## config.mk

```make
export PLATFORM = sky130hd
export DESIGN_NAME = interval_timer
export DESIGN_NICKNAME = d
export VERILOG_FILES = /design/src/pkg/timer_pkg.sv /design/src/rtl/interval_timer.sv /design/src/rtl/pin_sync.sv
export SDC_FILE = /design/constraint.sdc
export NUM_CORES = 1
export LEC_CHECK = 0
export BUFFER_PORTS_ARGS = -buffer_cell sky130_fd_sc_hd__buf_2
export CORE_MARGIN = 2
export CORE_UTILIZATION = 49
export CTS_CLUSTER_DIAMETER = 200
export DETAILED_ROUTE_END_ITERATION = 12
export PLACE_DENSITY = 0.67
export SLEW_MARGIN = 20
export SYNTH_ARGS = -nofsm -noshare
export SYNTH_HDL_FRONTEND = slang
export SYNTH_SLANG_ARGS = --single-unit
```

## constraint.sdc

```tcl
create_clock -name core_clk -period 2.2 [get_ports core_clk]
set_input_delay 0.44 -clock core_clk [delete_from_list [all_inputs] [get_ports core_clk]]
set_output_delay 0.44 -clock core_clk [all_outputs]
set_load 0.05 [all_outputs]
```

## src/pkg/timer_pkg.sv

```systemverilog
package timer_pkg;

   // Channel count and bus port map.
   localparam int         N_CHAN       = 3;
   localparam logic [1:0] PORT_CTRL    = 2'h3;

   // Control word field positions.
   localparam int         SEL_POS      = 6;
   localparam int         ACC_POS      = 4;
   localparam int         MODE_POS     = 1;
   localparam int         BCD_POS      = 0;
   localparam int         CTRL_W       = 6;

   // Read-back command bit positions; both latch bits are active low.
   localparam int         RB_CNT_N_POS = 5;
   localparam int         RB_STS_N_POS = 4;
   localparam int         RB_CHAN_POS  = 1;

   // Counter pick and byte access codes.
   localparam logic [1:0] SEL_READBACK = 2'h3;
   localparam logic [1:0] ACC_LATCH    = 2'h0;
   localparam logic [1:0] ACC_LO_ONLY  = 2'h1;
   localparam logic [1:0] ACC_HI_ONLY  = 2'h2;
   localparam logic [1:0] ACC_BOTH     = 2'h3;

   // Mode field bit meanings.
   localparam int         MODE_SQUARE_BIT   = 0;
   localparam int         MODE_PERIODIC_BIT = 1;
   localparam int         MODE_STROBE_BIT   = 2;
   localparam logic [2:0] MODE_TERM_IRQ     = 3'h0;

   // Count constants.
   localparam logic [15:0] COUNT_ZERO = 16'h0000;
   localparam logic [15:0] COUNT_ONE  = 16'h0001;
   localparam logic [3:0]  DIGIT_ZERO = 4'h0;
   localparam logic [3:0]  DIGIT_NINE = 4'h9;
   localparam logic [7:0]  BYTE_ZERO  = 8'h00;
   localparam logic [1:0]  PORT_ZERO  = 2'h0;

   // Pin synchroniser width: data, two selects, chip select, read, write, clocks, gates.
   localparam int         SYNC_W = 8 + 5 + 2 * N_CHAN;

   typedef enum logic [2:0] {
      BUS_IDLE  = 3'h1,
      BUS_WRITE = 3'h2,
      BUS_READ  = 3'h4
   } bus_state_e;

   typedef struct packed {
      logic [CTRL_W-1:0] ctrl;
      logic              programmed;
      logic [7:0]        holding_low_byte;
      logic [7:0]        holding_high_byte;
      logic [15:0]       count;
      logic [15:0]       count_readout_latch;
      logic              latched;
      logic [7:0]        status;
      logic              status_latched;
      logic              wr_high_next;
      logic              rd_high_next;
      logic              load_pend;
      logic              null_count;
      logic              out;
   } chan_s;

endpackage

```

## src/rtl/interval_timer.sv

```systemverilog
// Behaviour
// - Eight-bit three-state data bus carries all traffic.
// - Port select 11 writes the control word.
// - Low read strobe drives selected counter data.
// - Low write strobe takes control word or count.
// - Strobes ignored unless chip select is low.
// - Control word write-only; status via read-back.
// - Status holds control word, output, null count.
// - Three identical counters run independently.
// - Sixteen-bit down counter loaded only from holding.
// - Readout latch tracks count, freezes when latched.
// - Sixteen-bit readout moves one byte per access.
// - Reads return readout latch, never counter.
// - Count bytes go to holding register first.
// - Both holding bytes transfer to counter together.
// - Programming clears both holding bytes.
// - Nothing defined until a counter is programmed.
// - Control word applies to the counter it picks.
// - Per-counter state allows any cross-counter interleave.
// - Control word: pick, access, mode, decimal fields.
// - Access codes: latch, low, high, low-then-high.
// - Decimal bit selects four-decade decimal counting.
module interval_timer (
   // Clock, reset and enable.
   input  wire logic        core_clk,
   input  wire logic        rst_n,
   input  wire logic        ce,
   // Host bus pins.
   input  wire logic [7:0]  data_in,
   output logic      [7:0]  data_out,
   output logic             data_oe_n,
   input  wire logic        port_select_lo,
   input  wire logic        port_select_hi,
   input  wire logic        chip_sel_n,
   input  wire logic        read_n,
   input  wire logic        write_n,
   // Counter pins.
   input  wire logic [2:0]  count_clk,
   input  wire logic [2:0]  count_gate,
   output logic      [2:0]  count_out
);

   localparam int NC = timer_pkg::N_CHAN;

   typedef struct packed {
      timer_pkg::bus_state_e  bus;
      logic [7:0]             wr_data;
      logic [1:0]             port;
      logic [NC-1:0]          clk_prev;
      timer_pkg::chan_s [NC-1:0] chan;
      logic [7:0]             data_out;
      logic                   data_oe_n;
   } top_s;

   top_s q;
   top_s d;

   logic [timer_pkg::SYNC_W-1:0] pins_s;
   logic [7:0]                   data_s;
   logic [1:0]                   port_s;
   logic                         cs_s;
   logic                         rd_s;
   logic                         wr_s;
   logic [NC-1:0]                clk_s;
   logic [NC-1:0]                gate_s;

   // Strobes enter the synchroniser inverted, so its reset value reads as idle and no false access follows reset.
   pin_sync #(
      .W (timer_pkg::SYNC_W)
   ) u_pin_sync (
      .core_clk (core_clk),
      .rst_n    (rst_n),
      .ce       (ce),
      .async_in ({data_in, port_select_hi, port_select_lo, ~chip_sel_n, ~read_n, ~write_n, count_clk, count_gate}),
      .sync_out (pins_s)
   );

   assign {data_s, port_s, cs_s, rd_s, wr_s, clk_s, gate_s} = pins_s;

   // Decimal decrement over four decades with borrow; zero wraps to 9999.
   function automatic logic [15:0] bcd_dec(input logic [15:0] v);
      logic [15:0] r;
      logic        borrow;
      r      = v;
      borrow = 1'b1;
      for (int k = 0; k < 4; k++) begin
         if (borrow) begin
            if (v[4*k +: 4] == timer_pkg::DIGIT_ZERO) begin
               r[4*k +: 4] = timer_pkg::DIGIT_NINE;
            end else begin
               r[4*k +: 4] = v[4*k +: 4] - 4'h1;
               borrow      = 1'b0;
            end
         end
      end
      return r;
   endfunction

   // Byte presented for a read of one channel.
   function automatic logic [7:0] read_byte(input timer_pkg::chan_s c);
      logic [1:0] acc;
      acc = c.ctrl[timer_pkg::ACC_POS +: 2];
      if (c.status_latched) begin
         read_byte = c.status;
      end else if (acc == timer_pkg::ACC_HI_ONLY) begin
         read_byte = c.count_readout_latch[15:8];
      end else if (acc == timer_pkg::ACC_BOTH && c.rd_high_next) begin
         read_byte = c.count_readout_latch[15:8];
      end else begin
         read_byte = c.count_readout_latch[7:0];
      end
   endfunction

   always_comb begin
      logic          wr_act;
      logic          rd_act;
      logic          commit;
      logic [NC-1:0] wr_cnt;
      logic [NC-1:0] prog;
      logic [NC-1:0] latch_cnt;
      logic [NC-1:0] latch_sts;
      logic [NC-1:0] rd_done;
      logic [NC-1:0] tick;
      logic [1:0]    sel;
      logic [1:0]    acc;
      logic [2:0]    mode;
      logic [15:0]   next;
      d         = q;
      wr_act    = wr_s && cs_s;
      rd_act    = rd_s && cs_s;
      commit    = 1'b0;
      wr_cnt    = '0;
      prog      = '0;
      latch_cnt = '0;
      latch_sts = '0;
      rd_done   = '0;
      tick      = q.clk_prev & ~clk_s;
      sel       = q.wr_data[timer_pkg::SEL_POS +: 2];
      acc       = q.wr_data[timer_pkg::ACC_POS +: 2];
      mode      = 3'h0;
      next      = timer_pkg::COUNT_ZERO;

      d.clk_prev = clk_s;

      // Host access sequencing; a write takes effect when its strobe rises.
      case (q.bus)
         timer_pkg::BUS_IDLE: begin
            d.port    = port_s;
            d.wr_data = data_s;
            if (wr_act) begin
               d.bus = timer_pkg::BUS_WRITE;
            end else if (rd_act) begin
               d.bus = timer_pkg::BUS_READ;
            end
         end
         timer_pkg::BUS_WRITE: begin
            if (wr_act) begin
               d.wr_data = data_s;
               d.port    = port_s;
            end else begin
               commit = 1'b1;
               d.bus  = timer_pkg::BUS_IDLE;
            end
         end
         timer_pkg::BUS_READ: begin
            if (!rd_act) begin
               if (q.port != timer_pkg::PORT_CTRL) begin
                  rd_done[q.port] = 1'b1;
               end
               d.bus = timer_pkg::BUS_IDLE;
            end
         end
         default: begin
            d.bus = timer_pkg::BUS_IDLE;
         end
      endcase

      // Decode a committed write into per-channel events.
      if (commit) begin
         if (q.port == timer_pkg::PORT_CTRL) begin
            if (sel == timer_pkg::SEL_READBACK) begin
               for (int i = 0; i < NC; i++) begin
                  if (q.wr_data[timer_pkg::RB_CHAN_POS + i]) begin
                     latch_cnt[i] = !q.wr_data[timer_pkg::RB_CNT_N_POS];
                     latch_sts[i] = !q.wr_data[timer_pkg::RB_STS_N_POS];
                  end
               end
            end else if (acc == timer_pkg::ACC_LATCH) begin
               latch_cnt[sel] = 1'b1;
            end else begin
               prog[sel] = 1'b1;
            end
         end else begin
            wr_cnt[q.port] = 1'b1;
         end
      end

      // Each channel keeps its own programming and readout state.
      for (int i = 0; i < NC; i++) begin
         acc  = q.chan[i].ctrl[timer_pkg::ACC_POS +: 2];
         mode = q.chan[i].ctrl[timer_pkg::MODE_POS +: 3];

         // Readout latch follows the counter unless frozen.
         if (!q.chan[i].latched) begin
            d.chan[i].count_readout_latch = q.chan[i].count;
         end

         // Counting on each falling edge of the channel clock while gated on.
         if (tick[i] && q.chan[i].programmed) begin
            if (q.chan[i].load_pend) begin
               d.chan[i].count      = {q.chan[i].holding_high_byte, q.chan[i].holding_low_byte};
               d.chan[i].load_pend  = 1'b0;
               d.chan[i].null_count = 1'b0;
            end else if (gate_s[i]) begin
               if (q.chan[i].ctrl[timer_pkg::BCD_POS]) begin
                  next = bcd_dec(q.chan[i].count);
               end else begin
                  next = q.chan[i].count - timer_pkg::COUNT_ONE;
               end
               if (q.chan[i].count == timer_pkg::COUNT_ONE) begin
                  if (mode[timer_pkg::MODE_PERIODIC_BIT]) begin
                     // Periodic modes reload both bytes at once at terminal count.
                     d.chan[i].count = {q.chan[i].holding_high_byte, q.chan[i].holding_low_byte};
                     d.chan[i].out   = mode[timer_pkg::MODE_SQUARE_BIT] ? !q.chan[i].out : 1'b0;
                  end else begin
                     d.chan[i].count = next;
                     d.chan[i].out   = !mode[timer_pkg::MODE_STROBE_BIT];
                  end
               end else begin
                  d.chan[i].count = next;
                  if (!q.chan[i].out && mode != timer_pkg::MODE_TERM_IRQ && !mode[timer_pkg::MODE_SQUARE_BIT]) begin
                     d.chan[i].out = 1'b1;
                  end
               end
            end
         end

         // Count bytes land in the holding register in the programmed format.
         if (wr_cnt[i] && q.chan[i].programmed) begin
            case (acc)
               timer_pkg::ACC_LO_ONLY: begin
                  d.chan[i].holding_low_byte = q.wr_data;
                  d.chan[i].load_pend        = 1'b1;
                  d.chan[i].null_count       = 1'b1;
               end
               timer_pkg::ACC_HI_ONLY: begin
                  d.chan[i].holding_high_byte = q.wr_data;
                  d.chan[i].load_pend         = 1'b1;
                  d.chan[i].null_count        = 1'b1;
               end
               timer_pkg::ACC_BOTH: begin
                  if (q.chan[i].wr_high_next) begin
                     d.chan[i].holding_high_byte = q.wr_data;
                     d.chan[i].wr_high_next      = 1'b0;
                     d.chan[i].load_pend         = 1'b1;
                     d.chan[i].null_count        = 1'b1;
                  end else begin
                     d.chan[i].holding_low_byte = q.wr_data;
                     d.chan[i].wr_high_next     = 1'b1;
                  end
               end
               default: begin
                  d.chan[i].load_pend = q.chan[i].load_pend;
               end
            endcase
         end

         // A finished read advances the byte pointer and releases latches.
         if (rd_done[i]) begin
            if (q.chan[i].status_latched) begin
               d.chan[i].status_latched = 1'b0;
            end else if (acc == timer_pkg::ACC_BOTH && !q.chan[i].rd_high_next) begin
               d.chan[i].rd_high_next = 1'b1;
            end else begin
               d.chan[i].rd_high_next = 1'b0;
               d.chan[i].latched      = 1'b0;
            end
         end

         // A second latch before the read is ignored.
         if (latch_cnt[i] && !q.chan[i].latched) begin
            d.chan[i].latched             = 1'b1;
            d.chan[i].count_readout_latch = q.chan[i].count;
         end
         if (latch_sts[i] && !q.chan[i].status_latched) begin
            d.chan[i].status_latched = 1'b1;
            d.chan[i].status         = {q.chan[i].out, q.chan[i].null_count, q.chan[i].ctrl};
         end

         // Programming wins over everything else in the same cycle.
         if (prog[i]) begin
            d.chan[i].ctrl              = q.wr_data[timer_pkg::CTRL_W-1:0];
            d.chan[i].programmed        = 1'b1;
            d.chan[i].holding_low_byte  = timer_pkg::BYTE_ZERO;
            d.chan[i].holding_high_byte = timer_pkg::BYTE_ZERO;
            d.chan[i].wr_high_next      = 1'b0;
            d.chan[i].rd_high_next      = 1'b0;
            d.chan[i].latched           = 1'b0;
            d.chan[i].status_latched    = 1'b0;
            d.chan[i].load_pend         = 1'b0;
            d.chan[i].null_count        = 1'b1;
            d.chan[i].out               = q.wr_data[timer_pkg::MODE_POS +: 3] != timer_pkg::MODE_TERM_IRQ;
         end
      end

      // The control port is write-only, so a read there leaves the bus undriven.
      if (rd_act && port_s != timer_pkg::PORT_CTRL) begin
         d.data_out  = read_byte(q.chan[port_s]);
         d.data_oe_n = 1'b0;
      end else begin
         d.data_out  = timer_pkg::BYTE_ZERO;
         d.data_oe_n = 1'b1;
      end
   end

   always_ff @(posedge core_clk) begin
      if (!rst_n) begin
         q           <= '0;
         q.bus       <= timer_pkg::BUS_IDLE;
         q.data_oe_n <= 1'b1;
      end else if (ce) begin
         q <= d;
      end
   end

   assign data_out  = q.data_out;
   assign data_oe_n = q.data_oe_n;

   generate
      for (genvar g = 0; g < NC; g++) begin : g_out
         assign count_out[g] = q.chan[g].out;
      end
   endgenerate

endmodule

```

## src/rtl/pin_sync.sv

```systemverilog
module pin_sync #(
   parameter int W = 1
) (
   // Clock, reset and enable.
   input  wire logic         core_clk,
   input  wire logic         rst_n,
   input  wire logic         ce,
   // Pins and their synchronised copy.
   input  wire logic [W-1:0] async_in,
   output logic      [W-1:0] sync_out
);

   typedef struct packed {
      logic [W-1:0] s1;
      logic [W-1:0] s2;
   } sync_s;

   sync_s q;
   sync_s d;

   // The first stage feeds only the second, so metastability never reaches logic.
   always_comb begin
      d    = q;
      d.s1 = async_in;
      d.s2 = q.s1;
   end

   always_ff @(posedge core_clk) begin
      if (!rst_n) begin
         q <= '0;
      end else if (ce) begin
         q <= d;
      end
   end

   assign sync_out = q.s2;

endmodule
```

==> summary.txt, run 1 <==
Floorplanning
  – Core Area: 0.0277 mm²
  – I/O pin cnt: 34
  – Die Height: 172 µm
  – Die X-Extent: 172 µm
  – DIE AREA: 0.0295 mm²
  – Number of cell rows: 61
  – Initial cell density of the core: 49.7%

Power and ir drop
  – P per Cell Area: 647 mW/mm²
  – Peak supply drop: 0.859 mV
  – Leak Pwr: 0.00614 µW

Synth
  – Synth async-reset ratio: 0%
  – Most common cell in the synthesized netlist: dfxtp_1
  – Post-synthesis area per instance: 8.10 µm²
  – EDFF count, synth: 0
  – Number of synthesized register bits: 273
  – Post-synthesis compound-gate area fraction: 19.1%
  – Post-synth top area share: 39.7%
  – Synth Warn #: 0
  – Post-synthesis adder-cell area fraction: 1.91%
  – Ranking of synthesized cells by area: dfxtp_1, mux2i_1, nand2_1
  – Cell count after synthesis: 1699
  – Fraction of synthesized area in multiplexers: 8.02%
  – Post-Syn Area: 0.0138 mm²
  – Largest family of logic cells by synthesized area: simple AND/OR/NAND/NOR gates
  – Synth Area in Simple Gates: 25.8%
  – Sequential area share after synthesis: 39.7%
  – Fraction of synthesized cell area in xor and xnor cells: 0.127%
  – Area leader, netlist: dfxtp_1
  – Yosys cell types: 90
  – Post-synth top cells: dfxtp_1, nand2_1, nor2_1, a21oi_1, clkbuf_1
  – Syn_nets: 1742
  – Ys flop type: dfxtp_1

Placement
  – Cell Area, Placed: 0.0153 mm²
  – GPL Wtd Cong: 0.932
  – Buffers on Ports: 33
  – Setup slack at placement: -30.1 ps
  – DP Cell Count: 2144
  – DPL Wire Length: 30.8 mm

Critical path
  – CP Data Required Time: 2670 ps
  – Arrival time worst endpoint: 2600 ps
  – Crit Path Class: flip-flop to flip-flop
  – Crit path launch type: flip-flop
  – Max FO, Critical Path: 5
  – Worst reg-to-reg setup slack: 70 ps
  – Worst Setup End Kind: flip-flop

STA
  – Minimum clock period: 2130 ps
  – RSZ-0062 raised after global routing: false
  – Hold slack: 61.5 ps
  – Sum of negative setup slack: 0 ps
  – Max Slew Vio Count: 0
  – Period utilisation layout: 97.0%
  – Clock skew: 9.92 ps
  – Worst slew pin tran: 918 ps
  – Finish-stage setup viols: 0
  – Final Hold Fails: 0
  – Final setup margin: 66.5 ps
  – Maximum clock frequency: 469 MHz
  – Headroom to the max-slew limit: 38.4%

Route
  – Via/cell ratio: 6.00
  – Drt drc: 0
  – ANT nets after route: 0
  – TritonRoute pass-1 iters: 6
  – First DRT Iteration DRCs: 1195
  – Routed length per instance: 19.4 µm
  – Vias: 13200
  – Final wirelength: 42.8 mm

Clock tree
  – CTS buffer count: 29
  – H-tree depth: 1
  – Clk sink count: 273
  – Clock transition at path regs: 60 ps
  – CTS tree: built
  – Root buffer selected by CTS: clkbuf_16
  – Clock Path Buffers: 3
  – Clk Latency, worst-skew pair: 560 ps
  – CTS Hold Buffers Added: 0

Global routing
  – Grt total ovfl: 0
  – First-pass GRT wire length: 67.5 mm
  – Initial antenna violation count: 0
  – Largest net degree at the start of global routing: 77
  – Vias in the first global route: 12000
  – GRT Total Usage: 28.7%

Finish
  – Design area: 0.0164 mm²
  – Non-filler cells, final: 2201
  – Multi-input logic area: 0.00770 mm²
  – Area grow syn2layout: 19.2%
  – Fillers: 2508
  – Proportion of layout cells with a drive suffix above 1: 16.8%
  – Storage cell area: 0.00547 mm²
  – Final net count: 1842

Hold path
  – Worst Hold Class: input pin to flip-flop

Run status
  – Status: complete, no violations

Flow run
  – Max_cap viols: 0
==> cell usage in the layout, fill, tap and decap left out, types with 6 or more instances in the layout <==
cell type  instances
a211oi_1          13
a21oi_1          149
a22o_1             9
a22oi_1           12
a31oi_1           24
and2_1            14
and3_1            14
buf_12            10
buf_2             32
buf_4            169
clkbuf_16         29
clkinv_2           8
dfxtp_1          273
ha_1              19
inv_1             30
mux2i_1          107
nand2_1          242
nand2b_1          16
nand3_1           52
nand3b_1          27
nand4_1           21
nand4b_1           6
nor2_1           167
nor2b_1           17
nor3_1            34
nor4_1            16
nor4b_1            7
o211ai_1          22
o21ai_0           47
o21ai_1           13
o22ai_1           18
o311ai_0           6
o31ai_1           11
o32a_1             8
or3_1             20
or4_1             10
==> metrics by stage <==
step                      power (µW)  utilization, %
after floorplan                 5340               -
after global placement          5480            55.1
after detailed placement        5490            55.1
after CTS                      10700            58.8
after global routing           10900            59.2
final                          10600            59.3
==> flip-flops by register name, summed over array words and instances, names as in the netlist <==
name                 flops
u_pin_sync.d            19
q                      223
u_pin_sync.sync_out     19
data_out                 8
count_out                3
data_oe_n                1
==> power breakdown <==
part	total (µW)	internal (µW)	switching, µW	leakage, µW
logic	366	124	242	0.00343
clock network	5240	3170	2060	0.000510
registers	5020	4980	34.1	0.00220
total	10600	8280	2340	0.00614
==> critical path: stages (launching register included) <==
cell	delay (ps)
dfxtp_1	320
or4_4	560
nor4_4	220
buf_4	190
buf_4	140
a21oi_1	60
a311o_1	330
a221oi_2	220
==> kinds of logic (layout without fill, tap and decap cells) <==
group | after synthesis | count (layout)
flops | 273 | 273
simple gates | 714 | 714
fa+ha+maj | 21 | 21
mux | 110 | 110
xor+xnor | 2 | 2
compound gates | 406 | 406
buf+inv | 173 | 296
other cells | 0 | 1
==> path summary, 6_finish.rpt <==
check,cells past startpoint,endpoint,startpoint
min reg2reg,2,q[231],u_pin_sync.sync_out[18]
min,2,u_pin_sync.d[7],read_n
max,7,q[124],q[119]
max reg2reg,7,q[124],q[119]
==> per-layer routing <==
metal	vias up	track usage, %	wire length [µm]
li1	6329	-	-
met2	541	44.6	19200
met1	6281	41.9	19400
met5	-	0	0
met3	66	3.64	3150
met4	0	7.44	970
==> layout make-up <==
class,instances,share of cell area [%]
antenna,1,0.0152
multi-input combinational,1253,46.9
clock inverter,15,1.27
sequential,273,33.3
tap,378,2.88
timing repair buffer,211,9.92
clock buffer,39,4.95
inverter,31,0.739
==> repair_timing <==
item | in CTS | in global routing
setup buffers | 0 | 2
endpoints found under the setup margin | 7 | 45
endpoints found under the hold margin | 0 | 0
gates resized for setup | 2 | 22
pin swaps | 0 | 2
No activity file was read; power rests on OpenSTA's default activity.
==> inputs of run 2 (changes only) <==
- CORE_MARGIN: 2 -> 1.5
==> run 2 against run 1 <==
Against the previous run: sequential share of layout area up 0.36 points; worst hold slack worse by 7.6 ps; total power down 2.2%; critical path depth down 1; register-to-register slack worse by 20 ps; clock power down 4.4%; fmax down 0.82%; via count down 0.57%; wire length down 2.5%; sequential cell count unchanged; critical path type unchanged; highest routed layer unchanged.
==> summary.txt, run 2 (same netlist as run 1, synthesis figures left out) <==
Run status
  – Status: complete, no violations

Global routing
  – Grt total ovfl: 0
  – First-pass GRT wire length: 66.6 mm
  – Grt peak-use layer: met2
  – Met2 Track Usage GR: 45.3%
  – GRT Total Usage: 28.7%
  – Global-route track usage on met3: 4.56%
  – Met1 GRT Util: 40.7%
  – Initial antenna violation count: 0
  – Largest net degree at the start of global routing: 74
  – Vias in the first global route: 12100

Route
  – TritonRoute pass-1 iters: 8
  – Via/cell ratio: 6.00
  – Drt drc: 0
  – Final wirelength: 41.7 mm
  – ANT nets after route: 0
  – Vias: 13100
  – First DRT Iteration DRCs: 1324
  – Routed length per instance: 19.0 µm

STA
  – Period utilisation layout: 97.8%
  – Clock skew: 15.7 ps
  – Maximum clock frequency: 465 MHz
  – Worst slew pin tran: 768 ps
  – Max Slew Vio Count: 0
  – Finish-stage setup viols: 0
  – Headroom to the max-slew limit: 48.5%
  – Hold slack: 53.8 ps
  – Minimum clock period: 2150 ps
  – Final Hold Fails: 0

Power and ir drop
  – Cell Int Power: 8080 µW
  – Peak supply drop: 0.614 mV
  – Sequential power share: 48.3%
  – Switching share of total power: 22.1%
  – Net Sw Power: 2300 µW
  – P per Cell Area: 639 mW/mm²
  – Comb power frac: 3.4%
  – Power Total: 10400 µW
  – Clock network power share: 48.3%
  – Leak Pwr: 0.00606 µW

Finish
  – Final core utilization: 58.6%
  – Area grow syn2layout: 18.0%
  – Most frequent cells in the layout: dfxtp_1, nand2_1, nor2_1
  – ANT cells: 0
  – Proportion of layout cells with a drive suffix above 1: 16.2%
  – Final net count: 1834
  – Largest register FFs: 223
  – Top reg by flops: q
  – Fillers: 2512
  – Most common cell after layout, fill and taps aside: dfxtp_1

Critical path
  – Max FO, Critical Path: 5
  – Arrival time worst endpoint: 2590 ps
  – Critical Path Max Stage Delay: 560 ps
  – CP Data Required Time: 2640 ps
  – Critical-path top delay cell: or4_4
  – Crit Path Class: flip-flop to flip-flop
  – Cells along the critical path: or4_4 -> buf_4 -> or4_1 -> nor4b_2 -> or3_4 -> a21oi_1
  – Crit path launch type: flip-flop
  – Worst Setup End Kind: flip-flop

Placement
  – Buffers on Ports: 33
  – GPL Wtd Cong: 0.966
  – DPL Wire Length: 30.4 mm

Clock tree
  – CTS buffer count: 29
  – Root buffer selected by CTS: clkbuf_16
  – Clk Latency, worst-skew pair: 560 ps
  – Clock transition at path regs: 60 ps
  – CTS tree: built
  – Clock Path Buffers: 3
  – Clk sink count: 273
  – H-tree depth: 1

Floorplanning
  – I/O pin cnt: 34
  – Die Height: 171 µm
  – Number of cell rows: 61
  – Initial cell density of the core: 49.7%
  – Core Area: 0.0277 mm²
  – DIE AREA: 0.0291 mm²
  – Die X-Extent: 171 µm

Hold path
  – Worst Hold Class: input pin to flip-flop

Flow run
  – Max_cap viols: 0
run 2: final cells by class:
| type | count | area (µm²) | area share [%] |
|---|---|---|---|
| multi-input combinational | 1253 | 7680 | 47.3 |
| sequential | 273 | 5470 | 33.7 |
| timing repair buffer | 203 | 1530 | 9.43 |
| clock buffer | 44 | 842 | 5.18 |
| tap | 378 | 473 | 2.91 |
| clock inverter | 10 | 131 | 0.809 |
| inverter | 31 | 121 | 0.747 |
run 2: power by group through the flow:
stage	Combinational, µW	Clock, µW	Sequential [µW]
after floorplan	228	0	5110
after global placement	344	0	5130
after detailed placement	347	0	5130
after CTS	349	5070	5020
after global routing	383	5270	5020
final	352	5010	5020
run 2: repair_timing:
item | CTS | global route
hold buffers | 0 | 0
setup endpoints to repair | 0 | 35
hold endpoints to repair | 0 | 0
gates resized for setup | 0 | 22
buffers inserted | 0 | 1
run 2: worst paths after layout:
check	startpoint	endpoint	slack [ps]	cells after the start
setup reg to reg	q[44]	q[54]	50	6
hold / removal	chip_sel_n	u_pin_sync.d[8]	50	2
setup / recovery	q[44]	q[54]	50	6
hold reg to reg	q[27]	q[27]	450	2
run 2: metal layers:
| metal | vias to the layer above | part of all wire [%] |
|---|---|---|
| li1 | 6281 | - |
| met1 | 6208 | 44 |
| met2 | 577 | 45 |
| met3 | 76 | 8.3 |
| met4 | 0 | 2.7 |
| met5 | - | 0 |
run 2: worst max-delay path, delay by kind of cell (launching register included):
| family | cells | cell delay [ps] |
|---|---|---|
| AND/OR/NAND/NOR | 4 | 1510 |
| flip-flops | 1 | 310 |
| buffers and inverters | 1 | 180 |
| AO/OA/AOI/OAI | 1 | 60 |
run 2: stage by stage:
stage,setup WS (ps),setup TNS (ps),std cells,cell area [µm²]
2_1_floorplan,16.1,0,1699,13800
3_3_place_gp,-13.4,-63.6,2137,15200
3_5_place_dp,-22.4,-22.4,2137,15200
4_1_cts,11.9,0,2191,16200
5_1_grt,-38.0,-61.4,2192,16200
6_report,48.8,0,2192,16200
